**src/rtl/selftest_pkg.sv**
```systemverilog
package selftest_pkg;

  // Clock rate of the board logic.
  localparam longint CLK_HZ = 250_000_000;

  // Times in milliseconds, as the operator sees them.
  localparam longint SEC_DEAD_MS = 30_000;
  localparam longint SEC_MECH_MS = 20_000;
  localparam longint HS_WAIT_MS = 15_000;
  localparam longint MECH_LINK_MS = 20_000;
  localparam longint ROM_BLINK_HALF_MS = 500;
  localparam longint RAM_BLINK_HALF_MS = 100;

  // Least times round up to whole cycles.
  localparam longint SEC_DEAD_CYC = (SEC_DEAD_MS * CLK_HZ + 999) / 1000;
  localparam longint SEC_MECH_CYC = (SEC_MECH_MS * CLK_HZ + 999) / 1000;
  localparam longint HS_WAIT_CYC = (HS_WAIT_MS * CLK_HZ + 999) / 1000;
  localparam longint MECH_LINK_CYC = (MECH_LINK_MS * CLK_HZ + 999) / 1000;
  // Blink half periods are nominal; a longest time rounds down.
  localparam longint ROM_BLINK_CYC = (ROM_BLINK_HALF_MS * CLK_HZ) / 1000;
  localparam longint RAM_BLINK_CYC = (RAM_BLINK_HALF_MS * CLK_HZ) / 1000;

  // Timer width covers well over the longest wait.
  localparam int TMR_W = 36;
  // Cycles the secondary processor is held in reset after board reset.
  localparam int SEC_RST_HOLD_CYC = 256;
  // Number of pin inputs passed through synchronisers.
  localparam int NUM_PINS = 5;

  typedef enum logic [3:0] {
    ST_BOOT = 4'b0000,
    ST_CPU = 4'b0001,
    ST_RAM = 4'b0010,
    ST_ROM = 4'b0011,
    ST_LINK = 4'b0100,
    ST_SEC_MECH = 4'b0101,
    ST_MECH = 4'b0110,
    ST_RUN = 4'b0111,
    ST_ROM_BAD = 4'b1000,
    ST_RAM_BAD = 4'b1001,
    ST_SEC_DEAD = 4'b1010,
    ST_SEC_MECH_BAD = 4'b1011,
    ST_MECH_BAD = 4'b1100,
    ST_CPU_BAD = 4'b1101
  } state_t;

  typedef enum logic [1:0] {
    MSG_TESTS = 2'b00,
    MSG_MEM_FAULT = 2'b01,
    MSG_MECH_FAULT = 2'b10,
    MSG_READY = 2'b11
  } msg_t;

  // Result of a test run by the main processor.
  typedef struct packed {
    logic done;
    logic pass;
  } result_t;

  // Pins from the secondary processor and the mechanism side.
  typedef struct packed {
    logic sec_ack;
    logic memctl_done;
    logic sec_mech_ok;
    logic mech_link_ok;
    logic sec_ram_wr_req;
  } pins_t;

  // What the operator sees, plus the sequencer state for diagnosis.
  typedef struct packed {
    logic led;
    msg_t msg;
    state_t state;
  } status_t;

endpackage

```
**src/rtl/powerup_selftest_status.sv**
```systemverilog
// Functional notes
// - Panel shows the tests-in-progress message while power-up tests run.
// - LED goes off only after CPU, RAM, ROM and secondary link pass.
// - First step after reset turns the LED on.
// - Bad program ROM blinks the LED at one blink per second.
// - Failed RAM test blinks the LED at five blinks per second.
// - Secondary not executing after 30 seconds leaves LED steadily lit.
// - No handshake within 15 to 20 seconds shows the memory fault message.
// - Secondary writes shared RAM only when fully out of reset.
// - Secondary programs the memory controller as part of its handshake.
// - Secondary-to-mechanism failure keeps LED lit and tests message, judged at 20 s.
// - Mechanism link failure after passing tests shows the link fault message.
// - ROM check catches swapped devices and single or multiple bit errors.
`timescale 1ns/1ns
`default_nettype none

module powerup_selftest_status #(
  parameter int ROM_W = 16,
  parameter logic [selftest_pkg::TMR_W-1:0] SEC_DEAD_CYC =
    selftest_pkg::TMR_W'(selftest_pkg::SEC_DEAD_CYC),
  parameter logic [selftest_pkg::TMR_W-1:0] SEC_MECH_CYC =
    selftest_pkg::TMR_W'(selftest_pkg::SEC_MECH_CYC),
  parameter logic [selftest_pkg::TMR_W-1:0] HS_WAIT_CYC =
    selftest_pkg::TMR_W'(selftest_pkg::HS_WAIT_CYC),
  parameter logic [selftest_pkg::TMR_W-1:0] MECH_LINK_CYC =
    selftest_pkg::TMR_W'(selftest_pkg::MECH_LINK_CYC),
  parameter logic [selftest_pkg::TMR_W-1:0] ROM_BLINK_CYC =
    selftest_pkg::TMR_W'(selftest_pkg::ROM_BLINK_CYC),
  parameter logic [selftest_pkg::TMR_W-1:0] RAM_BLINK_CYC =
    selftest_pkg::TMR_W'(selftest_pkg::RAM_BLINK_CYC)
) (
  input wire logic I_SYS_CLK,
  input wire logic I_RST,
  input wire selftest_pkg::result_t I_CPU_RESULT,
  input wire selftest_pkg::result_t I_RAM_RESULT,
  input wire logic I_ROM_VALID,
  input wire logic I_ROM_LAST,
  input wire logic [ROM_W-1:0] I_ROM_DATA,
  input wire logic [2*ROM_W-1:0] I_ROM_REF,
  input wire selftest_pkg::pins_t I_PINS,
  output selftest_pkg::status_t O_STATUS,
  output logic O_HANDSHAKE,
  output logic O_SEC_RST_N,
  output logic O_SEC_RAM_WE
);

  localparam int TW = selftest_pkg::TMR_W;
  localparam int NP = selftest_pkg::NUM_PINS;

  // Synchronised pins and the sequencer.
  logic [NP-1:0] pin_sync_reg;
  selftest_pkg::pins_t pins;
  selftest_pkg::state_t state_reg;
  selftest_pkg::state_t state_next;
  logic [TW-1:0] tmr_reg;
  logic [TW-1:0] hs_tmr_reg;
  logic hs_timeout_reg;
  // Blink generator.
  logic [TW-1:0] blink_cnt_reg;
  logic blink_reg;
  logic [TW-1:0] blink_half;
  // ROM check sums.
  logic [ROM_W-1:0] sum_lo_reg;
  logic [ROM_W-1:0] sum_hi_reg;
  logic [ROM_W-1:0] sum_lo_next;
  logic [ROM_W-1:0] sum_hi_next;
  logic rom_done_reg;
  logic rom_ok_reg;
  // Secondary reset hold and the registered outputs.
  logic [8:0] sec_hold_reg;
  logic sec_out_of_rst_reg;
  logic sec_ready;
  selftest_pkg::status_t status_reg;
  logic hs_reg;
  logic ram_we_reg;

  // Every pin passes two flip-flops; only the second stage is read.
  genvar g;
  generate
    for (g = 0; g < NP; g++) begin : g_sync
      logic meta_reg;
      logic sync_reg;
      always_ff @(posedge I_SYS_CLK) begin
        if (I_RST) begin
          meta_reg <= 1'b0;
          sync_reg <= 1'b0;
        end else begin
          meta_reg <= I_PINS[g];
          sync_reg <= meta_reg;
        end
      end
      // Each lane drives only its own bit, so no bit has two writers.
      assign pin_sync_reg[g] = sync_reg;
    end
  endgenerate

  // The struct view names the lanes; bit order follows the package.
  assign pins = selftest_pkg::pins_t'(pin_sync_reg);

  // The ack only counts once the memory controller has been programmed.
  assign sec_ready = pins.sec_ack & pins.memctl_done;

  // Fletcher-style sums: the second sum weights each word by its position,
  // so swapped ROM devices change the result, not only flipped bits.
  assign sum_lo_next = sum_lo_reg + I_ROM_DATA;
  assign sum_hi_next = sum_hi_reg + sum_lo_next;

  // ROM word stream is only taken while the ROM test is running.
  always_ff @(posedge I_SYS_CLK) begin
    if (I_RST) begin
      sum_lo_reg <= '0;
      sum_hi_reg <= '0;
      rom_done_reg <= 1'b0;
      rom_ok_reg <= 1'b0;
    end else if (state_reg == selftest_pkg::ST_ROM && I_ROM_VALID && !rom_done_reg) begin
      sum_lo_reg <= sum_lo_next;
      sum_hi_reg <= sum_hi_next;
      if (I_ROM_LAST) begin
        rom_done_reg <= 1'b1;
        rom_ok_reg <= ({sum_hi_next, sum_lo_next} == I_ROM_REF);
      end
    end
  end

  // Sequencer of the power-up tests.
  always_comb begin
    state_next = state_reg;
    unique case (state_reg)
      selftest_pkg::ST_BOOT: begin
        state_next = selftest_pkg::ST_CPU;
      end
      selftest_pkg::ST_CPU: begin
        if (I_CPU_RESULT.done) begin
          state_next = I_CPU_RESULT.pass ? selftest_pkg::ST_RAM : selftest_pkg::ST_CPU_BAD;
        end
      end
      selftest_pkg::ST_RAM: begin
        if (I_RAM_RESULT.done) begin
          state_next = I_RAM_RESULT.pass ? selftest_pkg::ST_ROM : selftest_pkg::ST_RAM_BAD;
        end
      end
      selftest_pkg::ST_ROM: begin
        if (rom_done_reg) begin
          state_next = rom_ok_reg ? selftest_pkg::ST_LINK : selftest_pkg::ST_ROM_BAD;
        end
      end
      selftest_pkg::ST_LINK: begin
        if (sec_ready) begin
          state_next = selftest_pkg::ST_SEC_MECH;
        end else if (tmr_reg >= SEC_DEAD_CYC - 1'b1) begin
          state_next = selftest_pkg::ST_SEC_DEAD;
        end
      end
      selftest_pkg::ST_SEC_MECH: begin
        if (pins.sec_mech_ok) begin
          state_next = selftest_pkg::ST_MECH;
        end else if (tmr_reg >= SEC_MECH_CYC - 1'b1) begin
          state_next = selftest_pkg::ST_SEC_MECH_BAD;
        end
      end
      selftest_pkg::ST_MECH: begin
        if (pins.mech_link_ok) begin
          state_next = selftest_pkg::ST_RUN;
        end else if (tmr_reg >= MECH_LINK_CYC - 1'b1) begin
          state_next = selftest_pkg::ST_MECH_BAD;
        end
      end
      // Terminal states hold until the next board reset.
      selftest_pkg::ST_RUN, selftest_pkg::ST_ROM_BAD, selftest_pkg::ST_RAM_BAD,
      selftest_pkg::ST_SEC_DEAD, selftest_pkg::ST_SEC_MECH_BAD,
      selftest_pkg::ST_MECH_BAD, selftest_pkg::ST_CPU_BAD: begin
        state_next = state_reg;
      end
      // Unused codes fall into a fault state rather than wander.
      default: begin
        state_next = selftest_pkg::ST_CPU_BAD;
      end
    endcase
  end

  // State register; every reset lands in the boot step.
  always_ff @(posedge I_SYS_CLK) begin
    if (I_RST) begin
      state_reg <= selftest_pkg::ST_BOOT;
    end else begin
      state_reg <= state_next;
    end
  end

  // State timer restarts on every change and saturates, so it never wraps.
  always_ff @(posedge I_SYS_CLK) begin
    if (I_RST || state_next != state_reg) begin
      tmr_reg <= '0;
    end else if (tmr_reg != {TW{1'b1}}) begin
      tmr_reg <= tmr_reg + 1'b1;
    end
  end

  // Secondary's own wait for the handshake, counted from board reset.
  // The flag is sticky: a late handshake clears the message, not the flag.
  always_ff @(posedge I_SYS_CLK) begin
    if (I_RST) begin
      hs_tmr_reg <= '0;
      hs_timeout_reg <= 1'b0;
    end else if (!hs_reg) begin
      if (hs_tmr_reg >= HS_WAIT_CYC - 1'b1) begin
        hs_timeout_reg <= 1'b1;
      end else begin
        hs_tmr_reg <= hs_tmr_reg + 1'b1;
      end
    end
  end

  // Handshake goes out once ROM passes and stays up as a level.
  always_ff @(posedge I_SYS_CLK) begin
    if (I_RST) begin
      hs_reg <= 1'b0;
    end else if (state_reg == selftest_pkg::ST_LINK) begin
      hs_reg <= 1'b1;
    end
  end

  // Hold the secondary in reset for a while so a short power dip cannot
  // leave it half reset and scribbling over shared RAM.
  always_ff @(posedge I_SYS_CLK) begin
    if (I_RST) begin
      sec_hold_reg <= '0;
      sec_out_of_rst_reg <= 1'b0;
    end else if (sec_hold_reg == 9'(selftest_pkg::SEC_RST_HOLD_CYC - 1)) begin
      sec_out_of_rst_reg <= 1'b1;
    end else begin
      sec_hold_reg <= sec_hold_reg + 1'b1;
    end
  end

  // Shared RAM writes pass only while the secondary is out of reset.
  always_ff @(posedge I_SYS_CLK) begin
    if (I_RST) begin
      ram_we_reg <= 1'b0;
    end else begin
      ram_we_reg <= sec_out_of_rst_reg & pins.sec_ram_wr_req;
    end
  end

  // Blink half period follows the failing test.
  always_comb begin
    blink_half = (state_reg == selftest_pkg::ST_RAM_BAD) ? RAM_BLINK_CYC : ROM_BLINK_CYC;
  end

  // Counter and phase rest outside the blinking states, so every blink
  // pattern starts with the LED lit and a full half period.
  always_ff @(posedge I_SYS_CLK) begin
    if (I_RST || (state_reg != selftest_pkg::ST_ROM_BAD &&
                  state_reg != selftest_pkg::ST_RAM_BAD)) begin
      blink_cnt_reg <= '0;
      blink_reg <= 1'b1;
    end else if (blink_cnt_reg >= blink_half - 1'b1) begin
      blink_cnt_reg <= '0;
      blink_reg <= ~blink_reg;
    end else begin
      blink_cnt_reg <= blink_cnt_reg + 1'b1;
    end
  end

  // LED and panel message, registered so the pins never glitch.
  always_ff @(posedge I_SYS_CLK) begin
    if (I_RST) begin
      status_reg.led <= 1'b0;
      status_reg.msg <= selftest_pkg::MSG_TESTS;
      status_reg.state <= selftest_pkg::ST_BOOT;
    end else begin
      status_reg.state <= state_reg;
      unique case (state_reg)
        selftest_pkg::ST_ROM_BAD: status_reg.led <= blink_reg;
        selftest_pkg::ST_RAM_BAD: status_reg.led <= blink_reg;
        selftest_pkg::ST_MECH, selftest_pkg::ST_RUN, selftest_pkg::ST_MECH_BAD: begin
          status_reg.led <= 1'b0;
        end
        default: status_reg.led <= 1'b1;
      endcase
      // The memory fault message overrides the others until the handshake arrives.
      if (hs_timeout_reg && !hs_reg) begin
        status_reg.msg <= selftest_pkg::MSG_MEM_FAULT;
      end else if (state_reg == selftest_pkg::ST_MECH_BAD) begin
        status_reg.msg <= selftest_pkg::MSG_MECH_FAULT;
      end else if (state_reg == selftest_pkg::ST_RUN) begin
        status_reg.msg <= selftest_pkg::MSG_READY;
      end else begin
        status_reg.msg <= selftest_pkg::MSG_TESTS;
      end
    end
  end

  // Every output comes straight from a flip-flop.
  assign O_STATUS = status_reg;
  assign O_HANDSHAKE = hs_reg;
  assign O_SEC_RST_N = sec_out_of_rst_reg;
  assign O_SEC_RAM_WE = ram_we_reg;

endmodule

`default_nettype wire

```
**config.mk**
```make
export PLATFORM = sky130hd
export DESIGN_NAME = powerup_selftest_status
export DESIGN_NICKNAME = d
export VERILOG_FILES = /design/src/rtl/selftest_pkg.sv /design/src/rtl/powerup_selftest_status.sv
export SDC_FILE = /design/constraint.sdc
export NUM_CORES = 1
export LEC_CHECK = 0
export ABC_CLOCK_PERIOD_IN_PS = 5600
export BUFFER_PORTS_ARGS = -buffer_cell sky130_fd_sc_hd__buf_2
export CORE_MARGIN = 3
export CORE_UTILIZATION = 36
export CTS_CLUSTER_DIAMETER = 50
export CTS_CLUSTER_SIZE = 8
export DETAILED_ROUTE_END_ITERATION = 16
export GPL_TIMING_DRIVEN = 0
export SYNTH_ARGS = -nofsm -noshare
export SYNTH_HDL_FRONTEND = slang
export SYNTH_SLANG_ARGS = --single-unit
```
**constraint.sdc**
```tcl
create_clock -name I_SYS_CLK -period 5.6 [get_ports I_SYS_CLK]
set_clock_uncertainty 0.1 [all_clocks]
set_input_delay 1.68 -clock I_SYS_CLK [delete_from_list [all_inputs] [get_ports I_SYS_CLK]]
set_output_delay 1.68 -clock I_SYS_CLK [all_outputs]
set_load 0.03 [all_outputs]
```
## Word level (Yosys, flattened, before mapping)

Cells that the tools add are included.

- Bits in registers: 177
- Latch bits: 0
- Memory bits (writable): 0
- ROM bits: 0
- Bits of input ports: 61
- Output and inout port bits: 10
- Logic and storage cells: 98
- Memories: 0

- $add $sub $neg: 7
- $mul: 0
- Divide/modulo/power cells: 0
- Order comparisons: 4
- Eq/ne operators: 19
- Shifts and indexed selects: 0
- Muxes and demuxes: 18
- Bitwise operators: 5
- Reduce and logical (&&, ||, !) cells: 17

Operators by type and width:

| operator | number |
|---|---|
| $add A36 B1 Y36 const B | 3 |
| $ge A36 B33 Y1 const B | 2 |
| $mux W4 | 12 |
| $ge A36 B32 Y1 const B | 1 |
| $ge A36 B36 Y1 | 1 |
| $ne A36 B36 Y1 const B | 1 |
| $add A16 B16 Y16 | 2 |
| $eq A32 B32 Y1 | 1 |
| $pmux W4 S8 | 1 |
| $sub A27 B1 Y28 const B | 1 |
| $mux W27 | 1 |
| $eq A4 B4 Y1 const B | 6 |
| $eq A4 B3 Y1 const B | 4 |
| $add A9 B1 Y9 const B | 1 |
| $eq A9 B8 Y1 const B | 1 |
| $eq A4 B2 Y1 const B | 2 |
| $ne A4 B4 Y1 const B | 2 |
| $reduce_or A7 Y1 | 1 |
| $reduce_and A2 Y1 | 3 |
| $reduce_or A2 Y1 | 3 |
| $eq A4 B1 Y1 const B | 1 |
| $logic_and A1 B1 Y1 | 4 |
| $logic_not A4 Y1 | 1 |
| $mux W2 | 2 |
| other kinds (8) | 13 |

## Depth between registers and ports, before layout

- Depth in word-level cells: 6
- Mapped depth: 20
- Mapped depth without buffers: 19

## Least setup slack after synthesis

No wires, ideal clock.

- Path kind: input port to flip-flop
- Start point: input I_ROM_DATA[4]
- End point: register rom_ok_reg
- Setup time: 59 ps
- Arrival time: 5252 ps
- Required time: 5441 ps
- Slack: 189 ps
- Cell stages on the path: 17
- Buffers on the path: 3
- Cell sequence: ha_1 clkbuf_1 nor2b_1 or3b_2 o311ai_0 ha_1 clkbuf_1 nand3_1 a21oi_1 or3b_2 clkbuf_1 a21o_1 a31o_2 mux2_2 a21oi_1 nand4_1 nand2_1

- Cells in the longest elaborated chain, start to end: 3

RTL lines:

| what | line | source |
|---|---|---|
| start, declared | powerup_selftest_status.sv:38 | `input wire logic [ROM_W-1:0] I_ROM_DATA,` |
| $add A16 B16 Y16 (*) | powerup_selftest_status.sv:105 | `assign sum_lo_next = sum_lo_reg + I_ROM_DATA;` |
| net sum_lo_next[5] | powerup_selftest_status.sv:65 | `logic [ROM_W-1:0] sum_lo_next;` |
| $add A16 B16 Y16 | powerup_selftest_status.sv:106 | `assign sum_hi_next = sum_hi_reg + sum_lo_next;` |
| $eq A32 B32 Y1 (*) | powerup_selftest_status.sv:120 | `rom_ok_reg <= ({sum_hi_next, sum_lo_next} == I_ROM_REF);` |
| end signal, assigned | powerup_selftest_status.sv:120 |  |
| end, declared | powerup_selftest_status.sv:68 | `logic rom_ok_reg;` |

The timed path passes the listed nets; every way through them passes the cells marked *.
A chain may end at the register's enable or synchronous reset.

## Worst setup path after layout

- Start point: input I_ROM_DATA[0]
- End point: register rom_ok_reg

The elaborated chain is that of the path after synthesis.

==> key figures <==
Status
  • Status: completed

Floorplan
  • Top-Level Pins: 71
  • Total Die Area: between 30,000 and 40,000 sq um
  • Cell Rows: a little over 60
  • Starting Density: 36.7%
  • Die height: roughly 170 um
  • Die X: 175 um
  • Core footprint: 27,900 sq um

Synthesis
  • Gate Count Post-Synth: roughly 1,300
  • Synth warn: 0
  • Sequential area share after synthesis: between 30% and 40%
  • Yosys reg bits: around 180
  • Number of synthesized flops with an enable pin: 0
  • Synth unique cells: between 70 and 80
  • Primary FF master, synth: dfxtp_1
  • Post-Syn Area: a little over 10,000 sq um
  • Fraction of registers with async set/reset: 0%
  • Avg Cell Area, Syn: 7.99 sq um

Layout
  • Final nets: 1,485
  • Utilization after layout: between 40% and 50%
  • Area Growth Syn to Fin: 15.7%
  • Fillers: a little under 3,000
  • Share of layout cells above drive strength 1: roughly 11%
  • Commonest non-fill, non-tap cell in the layout: nor2_1
  • Sequential Area: 3540 sq um
  • Most frequent cells in the layout: nor2_1, dfxtp_1, nand2_1, xor2_1, buf_2
  • Combined area of the multi-input logic cells: 6510 sq um

STA
  • Total negative slack: 0 ns
  • Slew Viols, Final: 0
  • Final Hold Violating Endpoints: 0
  • Endpoints failing setup: 0
  • Final worst-path cycle share: a little over nine tenths
  • Final min period: about 5.4 ns
  • Slew @ Worst Pin: about 0.79 ns
  • Unrepaired setup endpoints after global routing: no
  • Fmax achieved: between 0.15 and 0.2 GHz
  • Rel. slew slack: between 40% and 50%

Place
  • Gpl congestion: just under 0.9
  • I/O Buffers: 68
  • Final HPWL DP: approximately 19,000 um

Pwr
  • Standby leakage power: ~4.4 nW
  • Power density over cell area: ~250 nW/um^2
  • Overall power: slightly below 3 mW
  • Peak supply drop: 0.201 mV

Global route
  • Largest net degree at the start of global routing: 18
  • GRT overflow: 0
  • Gr usage total: between 15 and 20%
  • Initial antenna violation count: 1
  • Vias in the first global route: between 8,000 and 9,000
  • First-pass GRT wire length: 42,600 um

Worst setup path
  • Worst-path maximum fanout: 5
  • Setup Crit Path Kind: in -> reg
  • CP endpoint kind: register
  • WP data required: roughly 6 ns
  • CP Data Arrival Time: 5.68 ns
  • Startpoint types: input pin

Clock network
  • Clock tree sinks: roughly 180
  • Num CTS Buffers: 17
  • CTS H-tree lvls: 4
  • CTS root buf: clkbuf_16
  • Clk slew on worst S/H paths: ~0.070 ns
  • Max clock buf depth: 2
  • CTS tree: done
  • Later-pin clock latency in the skew report: 0.44 ns
  • # hold bufs at CTS: 0

Routing
  • TritonRoute pass-1 iters: 5
  • Vias: a little over 9,000
  • Post-DRT Antenna Nets: 0
  • DRT iter0 DRCs: between 500 and 600
  • WL/cell: between 10 and 15 um
  • Detailed Route WL: between 20,000 and 30,000 um
  • Residual DRC count: 0
  • Drt via density: 5.17

Flow run
  • Total of max-cap violations: 0

Min path
  • Hold Path Class: reg -> reg
[layout make-up]
| class | count | area share [%] |
|---|---|---|
| inverters | 37 | 1.17 |
| flip-flops and latches | 177 | 29.8 |
| clock inverters | 13 | 1.25 |
| plain buffers | 57 | 2.10 |
| diodes | 1 | 0.0211 |
| clock buffers | 19 | 3.73 |
| well taps | 378 | 3.98 |
| repair buffers | 72 | 3.12 |
| multi-input cells | 1016 | 54.8 |
[repair_timing]
action                                 in CTS  in global routing
setup buffers                               1                  3
resized for setup                          13                 26
endpoints found under the hold margin       0                  0
setup endpoints to repair                   2                  2
pin swaps                                   1                 11
[stage by stage]
step,hold WS [ns],std cells,worst slack [ns],instance area [sq um]
2_1_floorplan,0.314,1291,0.189,10300
3_3_place_gp,0.329,1737,-1.24,11100
3_5_place_dp,0.332,1737,-1.28,11100
4_1_cts,0.348,1768,0.0162,11800
5_1_grt,0.356,1770,0.00484,11900
6_report,0.343,1770,0.190,11900
[critical path, stage by stage]
cell       delay (ns)
buf_2            0.08
ha_2             0.19
inv_1            0.05
fa_1             0.41
nand2b_4         0.19
a21bo_4          0.25
a211oi_4         0.29
o21a_1           0.18
o211ai_1         0.23
ha_4             0.38
xnor2_1          0.12
nor3_1           0.07
nor4_2           0.37
o221ai_1         0.20
a2111oi_2        0.31
nand4_1          0.17
nor4_2           0.19
nand4_1          0.19
nand2_1          0.12
[cells in the mapped netlist, types with 3 or more instances]
cell type	n	share of area (%)
nor2_1	181	6.6
dfxtp_1	177	35
nand2_1	129	4.7
xor2_1	87	7.4
a21oi_1	72	3.5
nand3_1	61	3.0
xnor2_1	59	5.0
clkbuf_1	54	2.0
ha_1	44	5.4
inv_1	37	1.4
nor3_1	37	1.8
o21ai_0	35	1.7
nand4_1	32	2.0
nor2b_1	31	1.9
and3_1	21	1.3
nor4_1	17	1.0
a211oi_1	14	1.0
a31oi_1	14	0.85
a21o_1	13	0.95
and2_1	13	0.79
nand2b_1	10	0.61
or3_1	9	0.55
o2111ai_1	8	0.68
o211ai_1	7	0.51
and4_1	6	0.51
o21a_1	6	0.44
o31ai_1	6	0.44
or4_1	6	0.44
a2111oi_0	5	0.43
a21boi_0	5	0.37
a311oi_1	5	0.43
mux2i_1	5	0.49
buf_6	4	0.44
nand4b_1	4	0.34
nor4b_1	4	0.34
xnor3_1	4	0.88
a211o_1	3	0.26
mux2_2	3	0.33
nand3b_1	3	0.22
nor3b_1	3	0.22
o21bai_1	3	0.22
o22ai_1	3	0.18
or3b_2	3	0.26
[worst paths after layout]
path,from,end,slack (ns),cells past startpoint
worst max-delay path,I_ROM_DATA[0],rom_ok_reg,0.19,19
worst min-delay path,g_sync[0].meta_reg,g_sync[0].sync_reg,0.34,1
worst max register to register,sum_lo_reg[0],rom_ok_reg,1.17,18
worst min register to register,g_sync[0].meta_reg,g_sync[0].sync_reg,0.34,1
[report_power, final]
part	leakage (nW)	internal [mW]	total (mW)	switching [mW]
clock	0.290	0.645	1.21	0.561
sequential	1.43	1.29	1.31	0.0195
combinational	2.71	0.182	0.456	0.274
total	4.43	2.11	2.97	0.854
[routing by layer]
metal / GRT usage [%] / up-vias / routed length, um
li1: - / 4680 / -
met1: 23.9 / 4260 / 12900
met3: 3.02 / 39 / 1190
met5: 0 / - / 0
met4: 5.25 / 0 / 680
met2: 26.2 / 170 / 11400
[cell families after synthesis]
kind of cell,count (synthesis),synth area share (%)
compound gates,223,14.1
xor+xnor,151,13.6
mux,8,0.817
fa+ha+maj,46,5.75
simple gates,580,27.3
flops,177,34.5
other cells,1,0.0365
buf+inv,98,3.89
Power figures use the tool's default switching activity.
